--- config.mk ---
export PLATFORM = sky130hd
export DESIGN_NAME = dual_ff
export DESIGN_NICKNAME = d
export VERILOG_FILES = /design/src/common/dual_ff_pkg.sv /design/src/hw/dual_ff.sv
export SDC_FILE = /design/constraint.sdc
export NUM_CORES = 1
export LEC_CHECK = 0
export ABC_AREA = 1
export BUFFER_PORTS_ARGS = -buffer_cell sky130_fd_sc_hd__buf_2
export CAP_MARGIN = 20
export CORE_AREA = 2 2 39 41
export CTS_CLUSTER_DIAMETER = 40
export CTS_CLUSTER_SIZE = 10
export DETAILED_ROUTE_END_ITERATION = 8
export DIE_AREA = 0 0 41 43
export GPL_ROUTABILITY_DRIVEN = 0
export PLACE_DENSITY_LB_ADDON = 0.15
export SLEW_MARGIN = 5
export SYNTH_ARGS = -nofsm -noshare
export SYNTH_HDL_FRONTEND = slang
export SYNTH_SLANG_ARGS = --single-unit
--- constraint.sdc ---
create_clock -name MCLK -period 0.8 [get_ports MCLK]
set_input_delay 0.24 -clock MCLK [delete_from_list [all_inputs] [get_ports MCLK]]
set_output_delay 0.24 -clock MCLK [all_outputs]
set_load 0.1 [all_outputs]
--- src/common/dual_ff_pkg.sv ---
package dual_ff_pkg;
   localparam int unsigned CHANNELS     = 2;
   localparam logic        HELD_RESET   = 1'h0;
   localparam logic        LINK_IDLE    = 1'h1;

   typedef struct packed {
      logic clk;
      logic data;
      logic async_set_n;
      logic async_clear_n;
   } chan_in_t;

   typedef struct packed {
      logic q;
      logic q_n;
   } chan_out_t;
endpackage

--- src/hw/dual_ff.sv ---
`timescale 1ns/1ps
// Sampled model: channel pins are synchronous inputs taken at MCLK; set and clear
// act combinationally on the outputs so they override without waiting for an edge.
module dual_ff
   import dual_ff_pkg::*;
(
   input  wire logic     MCLK,
   input  wire logic     RSTN,
   input  wire logic     CE,
   input  wire chan_in_t CH_IN  [CHANNELS],
   output chan_out_t     CH_OUT [CHANNELS]
);
   logic rst_meta_q;
   logic rst_n_q;

   always_ff @(posedge MCLK or negedge RSTN) begin
      if (!RSTN) begin
         rst_meta_q <= 1'b0;
         rst_n_q    <= 1'b0;
      end else begin
         rst_meta_q <= 1'b1;
         rst_n_q    <= rst_meta_q;
      end
   end

   // Pin combination seen by one channel; the override cases win over the clock
   typedef enum {
      MODE_RUN,
      MODE_SET,
      MODE_CLEAR,
      MODE_BOTH
   } pin_mode_t;

   // Decode of set and clear, shared by the state update and the output drive
   function automatic pin_mode_t pin_mode(input chan_in_t pins);
      pin_mode_t mode;
      mode = MODE_RUN;
      if (!pins.async_set_n && !pins.async_clear_n) begin
         mode = MODE_BOTH;
      end else if (!pins.async_set_n) begin
         mode = MODE_SET;
      end else if (!pins.async_clear_n) begin
         mode = MODE_CLEAR;
      end
      return mode;
   endfunction

   // A channel clock edge is a high sample followed by a low one
   function automatic logic falling(input logic prev, input logic now);
      return prev && !now;
   endfunction

   // Output pair for a pin mode; overrides act at once, without an edge
   function automatic chan_out_t drive_pair(input pin_mode_t mode, input logic held);
      chan_out_t pair;
      pair.q   = held;
      pair.q_n = ~held;
      case (mode)
         MODE_SET: begin
            pair.q   = 1'b1;
            pair.q_n = 1'b0;
         end
         MODE_CLEAR: begin
            pair.q   = 1'b0;
            pair.q_n = 1'b1;
         end
         MODE_BOTH: begin
            // Both high is the one case in which the pair is not complementary
            pair.q   = 1'b1;
            pair.q_n = 1'b1;
         end
         MODE_RUN: begin
            pair.q   = held;
            pair.q_n = ~held;
         end
         default: begin
            pair.q   = held;
            pair.q_n = ~held;
         end
      endcase
      return pair;
   endfunction

   // Next stored value; an edge during an override is refused
   function automatic logic next_held(input pin_mode_t mode,
                                      input logic      fall,
                                      input logic      data,
                                      input logic      held);
      logic nxt;
      nxt = held;
      case (mode)
         MODE_SET:   nxt = 1'b1;
         MODE_CLEAR: nxt = 1'b0;
         // The both-low state is not stored; the release state is left to history
         MODE_BOTH:  nxt = held;
         MODE_RUN:   nxt = fall ? data : held;
         default:    nxt = held;
      endcase
      return nxt;
   endfunction

   logic [CHANNELS-1:0] held_output_value_q;
   logic [CHANNELS-1:0] clk_prev_q;

   for (genvar i = 0; i < CHANNELS; i++) begin : g_ch
      pin_mode_t mode;
      logic      fall;
      logic      held_output_value_d;

      assign mode                = pin_mode(CH_IN[i]);
      assign fall                = falling(clk_prev_q[i], CH_IN[i].clk);
      assign held_output_value_d = next_held(mode, fall, CH_IN[i].data,
                                             held_output_value_q[i]);

      // The previous clock level restarts high, so a low pin at release counts as a falling edge
      always_ff @(posedge MCLK or negedge rst_n_q) begin
         if (!rst_n_q) begin
            clk_prev_q[i] <= LINK_IDLE;
         end else if (CE) begin
            clk_prev_q[i] <= CH_IN[i].clk;
         end
      end

      always_ff @(posedge MCLK or negedge rst_n_q) begin
         if (!rst_n_q) begin
            held_output_value_q[i] <= HELD_RESET;
         end else if (CE) begin
            held_output_value_q[i] <= held_output_value_d;
         end
      end

      // Overrides bypass the flop, so they act even while reset or frozen
      assign CH_OUT[i] = drive_pair(mode, held_output_value_q[i]);

      AST_SET_FORCE: assert property (@(posedge MCLK) disable iff (!rst_n_q)
         (!CH_IN[i].async_set_n && CH_IN[i].async_clear_n) |-> (CH_OUT[i].q && !CH_OUT[i].q_n))
         else $error("set did not force outputs");
      AST_CLR_FORCE: assert property (@(posedge MCLK) disable iff (!rst_n_q)
         (CH_IN[i].async_set_n && !CH_IN[i].async_clear_n) |-> (!CH_OUT[i].q && CH_OUT[i].q_n))
         else $error("clear did not force outputs");
      AST_BOTH_LOW: assert property (@(posedge MCLK) disable iff (!rst_n_q)
         (!CH_IN[i].async_set_n && !CH_IN[i].async_clear_n) |-> (CH_OUT[i].q && CH_OUT[i].q_n))
         else $error("both low did not drive both high");
      AST_SAMPLE: assert property (@(posedge MCLK) disable iff (!rst_n_q)
         (CE && fall && CH_IN[i].async_set_n && CH_IN[i].async_clear_n)
         ##1 (CH_IN[i].async_set_n && CH_IN[i].async_clear_n)
         |-> CH_OUT[i].q == $past(CH_IN[i].data))
         else $error("falling edge did not capture data");
      AST_COMPL: assert property (@(posedge MCLK) disable iff (!rst_n_q)
         (CH_IN[i].async_set_n || CH_IN[i].async_clear_n) |-> (CH_OUT[i].q != CH_OUT[i].q_n))
         else $error("outputs not complementary");
      AST_HOLD: assert property (@(posedge MCLK) disable iff (!rst_n_q)
         (CH_IN[i].async_set_n && CH_IN[i].async_clear_n && !(CE && fall))
         ##1 (CH_IN[i].async_set_n && CH_IN[i].async_clear_n) |-> $stable(CH_OUT[i].q))
         else $error("output changed without falling edge");
      AST_WAKE: assert property (@(posedge MCLK) disable iff (!rst_n_q)
         (CE && fall && CH_IN[i].data && CH_IN[i].async_set_n && CH_IN[i].async_clear_n)
         ##1 CH_IN[i].async_clear_n |-> CH_OUT[i].q)
         else $error("wake-up edge did not raise output");
      AST_FREEZE: assert property (@(posedge MCLK) disable iff (!rst_n_q)
         !CE |=> $stable(held_output_value_q[i]))
         else $error("state moved with enable low");
      AST_EDGE_FREEZE: assert property (@(posedge MCLK) disable iff (!rst_n_q)
         !CE |=> $stable(clk_prev_q[i]))
         else $error("clock history moved with enable low");
      AST_HELD_SET: assert property (@(posedge MCLK) disable iff (!rst_n_q)
         (CE && !CH_IN[i].async_set_n && CH_IN[i].async_clear_n) |=> held_output_value_q[i])
         else $error("set was not stored");
      AST_HELD_CLR: assert property (@(posedge MCLK) disable iff (!rst_n_q)
         (CE && CH_IN[i].async_set_n && !CH_IN[i].async_clear_n) |=> !held_output_value_q[i])
         else $error("clear was not stored");
      AST_BOTH_KEEP: assert property (@(posedge MCLK) disable iff (!rst_n_q)
         (CE && !CH_IN[i].async_set_n && !CH_IN[i].async_clear_n)
         |=> $stable(held_output_value_q[i]))
         else $error("both low changed the stored value");
      AST_TRUE_HELD: assert property (@(posedge MCLK) disable iff (!rst_n_q)
         (CH_IN[i].async_set_n && CH_IN[i].async_clear_n)
         |-> (CH_OUT[i].q == held_output_value_q[i]))
         else $error("true output differs from stored value");
      AST_REFUSE_EDGE: assert property (@(posedge MCLK) disable iff (!rst_n_q)
         (CE && fall && CH_IN[i].data && CH_IN[i].async_set_n && !CH_IN[i].async_clear_n)
         |=> !held_output_value_q[i])
         else $error("edge taken while clear low");
   end
endmodule

### Word-level counts from Yosys, hierarchy flattened

Index checks and enable logic that the tools add are counted.

| word-level totals | value |
|---|---|
| logic and storage cells | 44 |
| register bits after elaboration | 6 |
| bits of input ports | 11 |

| operators by class | value |
|---|---|
| eq/ne operators | 8 |
| reduce and logical (&&, ||, !) cells | 16 |
| bitwise gates (word level) | 2 |
| mux-type cells | 12 |

Operator list:

| operator | count |
|---|---|
| $eq A32 B2 Y1 const B | 4 |
| $eq A32 B1 Y1 const B | 2 |
| $logic_not A32 Y1 | 2 |
| $mux W32 | 2 |
| $pmux W2 S3 | 2 |
| $mux W2 | 4 |
| $logic_not A1 Y1 | 6 |
| $pmux W1 S3 | 2 |
| $reduce_and A3 Y1 | 2 |
| $reduce_bool A3 Y1 | 2 |
| $logic_and A1 B1 Y1 | 4 |
| $ne A2 B2 Y1 const B | 2 |
| $mux W1 | 2 |
| $not A1 Y1 | 2 |

### Logic depth before layout (Yosys ltp)

| depth | value |
|---|---|
| depth in word-level cells | 6 |
| depth in mapped cells | 6 |
| gate-level depth less buffers | 6 |

### Worst setup path before layout

No wires, ideal clock.

| timing path | value |
|---|---|
| path kind | register -> output |
| start point | register held_output_value_q[1] |
| end point | output CH_OUT[0] (netlist bit) |
| setup slack | -1932 ps |
| arrival | 2492 ps |
| path buffers | 0 |
| data required time | 560 ps |
| stages on the path, launching flop included | 2 |
| path through | dfrtp_1 -> o21ai_0 |

RTL lines:

| element | RTL line | text |
|---|---|---|
| start, declared | dual_ff.sv:102 | `logic [CHANNELS-1:0] held_output_value_q;` |
| start signal, assigned by index | dual_ff.sv:128 | `held_output_value_q[i] <= held_output_value_d;` |
| end, declared | dual_ff.sv:11 | `output chan_out_t CH_OUT [CHANNELS]` |

==> impl_metrics.py <==
metrics = {
    "logic_synthesis": {
        "yosys_register_bits": 6,
        "synth_fa_ha_area_frac": 0,
        "yosysSeqAreaShare": 0.488,
        "synth_top_family_by_area": "simple AND/OR/NAND/NOR gates",
        "synth-simple-area-share": 0.376,
        "synth_compound_area_frac": 0.0640,
        "synthXorXnorAreaFrac": 0,
        "syn_nets": 55,
        "yosysWarnings": 0,
        "syn_area_per_cell_um2": 7.11,
        "synth.mux.area_fraction": 0,
        "syn_area_um2": 313,
        "ys_types": 11,
        "synth_cells": 44,
    },
    "global_route": {
        "grt_usage": 0.109,
        "busiest_layer": "met2",
        "grt_use_met2": 0.153,
        "grt_pass1_vias": 330,
        "overflow": 0,
        "grt_max_degree": 7,
        "met3_usage": 0.0628,
        "grt_pass1_wl_um": 1310,
        "antenna_found_initial": 0,
        "use_met1": 0.143,
    },
    "final_layout": {
        "layout_common_cells": "14 x nand2_1, 10 x buf_2, 7 x buf_4, 5 x nand2_2, 4 x buf_12",
        "final_common_cell": "nand2_1",
        "drive_above_1_share": 0.557,
        "fin_area_um2": 623,
        "stdcell_count": 86,
        "n_antenna_cell": 0,
        "area_growth_syn_to_layout_pct": 99.2,
        "fin_nets": 82,
        "fill_cells": 147,
        "utilization": 0.450,
    },
    "placed_design": {
        "io_buffers": 14,
        "hpwlAfterDp_um": 548,
        "dpl_cell_area_um2": 571,
        "place_ws_ns": -0.257,
        "placed_cells": 81,
    },
    "timing": {
        "timing.fmax_mhz": 784,
        "maxSlewViolCount": 0,
        "worst_slack_ns": -0.476,
        "final_hold_viol_count": 0,
        "finalSetupViolCount": 6,
        "min_period_ns": 1.28,
        "rsz0062_at_grt": "true",
        "finClkSkew_ns": 0.0122,
        "fin_crit_sh": 1.59,
    },
    "setup_path": {
        "cp_data_arrival_time_ns": 1.04,
        "start_kind": "register",
        "crit_path_top_delay_cell": "dfrtp_2",
        "crit_path_cell_trace": "o21ai_4, buf_12",
        "worstRegToRegCells": 5,
        "cp_num_buf_inv": 1,
        "r2r_end": "held_output_value_q[0]",
        "required_ns": 0.56,
        "end_kind": "output pin",
        "worstReg2RegStart": "clk_prev_q[0]",
        "critPathKind": "register to output pin",
        "crit_family": "flip-flops",
        "crit_fanout": 3,
        "rrSetupSlack_ns": -0.06,
        "cpPeakStageDelay_ns": 0.44,
    },
    "cts": {
        "clk_pin_slew_worst_paths_ns": 0.06,
        "clock-sinks": 6,
        "cts_buffer_depth": 2,
        "cts_setup_buffers": 0,
        "htreeDepth": 1,
        "clock_latency_ns": 0.25,
        "cts_tree": "done",
        "numCtsBuffers": 3,
        "cts-root-buf": "clkbuf_4",
    },
    "drt": {
        "vias_per_cell": 4.01,
        "vias": 345,
        "ant_nets": 0,
        "dr.pass1.iters": 2,
        "routedWlPerCell_um": 8.16,
        "drc": 0,
        "routed_wl_um": 702,
        "drt_iter0_drc": 1,
    },
    "pwr": {
        "p_leak_nw": 0.308,
        "finalPower_mw": 1.09,
        "power_density_nw_per_um2": 1750,
        "peakVddDrop_mv": 1.19,
    },
    "min_path": {
        "min_path_type": "register to async pin",
    },
    "run_status": {
        "violations": "setup timing",
        "run_status": "complete, but fails checks",
    },
    "die": {
        "die-area_um2": 1760,
        "die_x_um": 41,
        "fp-row-count": 14,
        "boundaryPins": 15,
        "die_y_um": 43,
        "start_util": 0.226,
        "coreArea_um2": 1380,
    },
    "flow_run": {
        "cap_violations": 0,
    },
}
[cell type report]
| class | instances | area, um^2 | area share |
|---|---|---|---|
| Clock buffer | 4 | 26.3 | 0.0422 |
| Inverter | 5 | 18.8 | 0.0301 |
| Multi-Input combinational cell | 33 | 211 | 0.339 |
| Sequential cell | 6 | 154 | 0.247 |
| Tap cell | 16 | 20.0 | 0.0321 |
| Timing Repair Buffer | 22 | 193 | 0.309 |
[logic make-up after synthesis]
group	after synthesis
AOI/OAI and AO/OA	4
buffers and inverters	5
DFF	6
and+or+nand+nor	28
other	1
[where the power goes]
| part | internal, mW | leakage [nW] | switching, mW |
|---|---|---|---|
| logic | 0.162 | 0.226 | 0.238 |
| clock network | 0.190 | 0.0150 | 0.121 |
| registers | 0.343 | 0.0672 | 0.0361 |
[registers in the layout, summed over array words and instances (netlist names)]
signal,flops
rst_meta_q,1
rst_n_q,1
held_output_value_q,2
clk_prev_q,2
[layer usage]
layer | share of wire | up-vias
li1 | - | 185
met1 | 0.44 | 153
met2 | 0.51 | 7
met3 | 0.050 | 0
met4 | 0 | 0
met5 | 0 | -
[cells in the mapped netlist (all sizes together)]
library cell | count | share of area
nand2 | 22 | 0.28
nor2 | 4 | 0.064
nand3 | 2 | 0.032
conb | 1 | 0.012
inv | 3 | 0.036
dfrtp | 4 | 0.32
o21ai | 4 | 0.064
dfstp | 2 | 0.17
clkinv | 2 | 0.024
[how the worst max path moves through the flow]
stage / from / end / slack, ns / depth (start not counted)
2_1_floorplan: held_output_value_q[1] / CH_OUT[0] / -0.39 / 1
3_3_place_gp: CH_IN[0] / CH_OUT[0] / -0.25 / 4
3_5_place_dp: CH_IN[0] / CH_OUT[0] / -0.26 / 4
4_1_cts: held_output_value_q[0] / CH_OUT[3] / -0.47 / 3
5_1_grt: held_output_value_q[0] / CH_OUT[3] / -0.52 / 3
6_report: held_output_value_q[1] / CH_OUT[0] / -0.48 / 2
[what timing repair did]
item | CTS | global route
hold endpoints to repair | 2 | 0
pin swaps | 1 | 2
gates cloned | 0 | 0
gates resized for setup | 4 | 2
setup endpoints to repair | 6 | 6
hold buffers | 1 | 0
[per-stage QoR]
stage | hold slack, ns | TNS (ns)
floorplan | -0.0556 | -1.18
global placement | 0.0287 | -1.35
detailed placement | 0.0290 | -1.36
CTS | 0.0642 | -2.02
global route | 0.0813 | -2.23
finish | 0.0598 | -1.95
(Power assumes the default switching activity.)
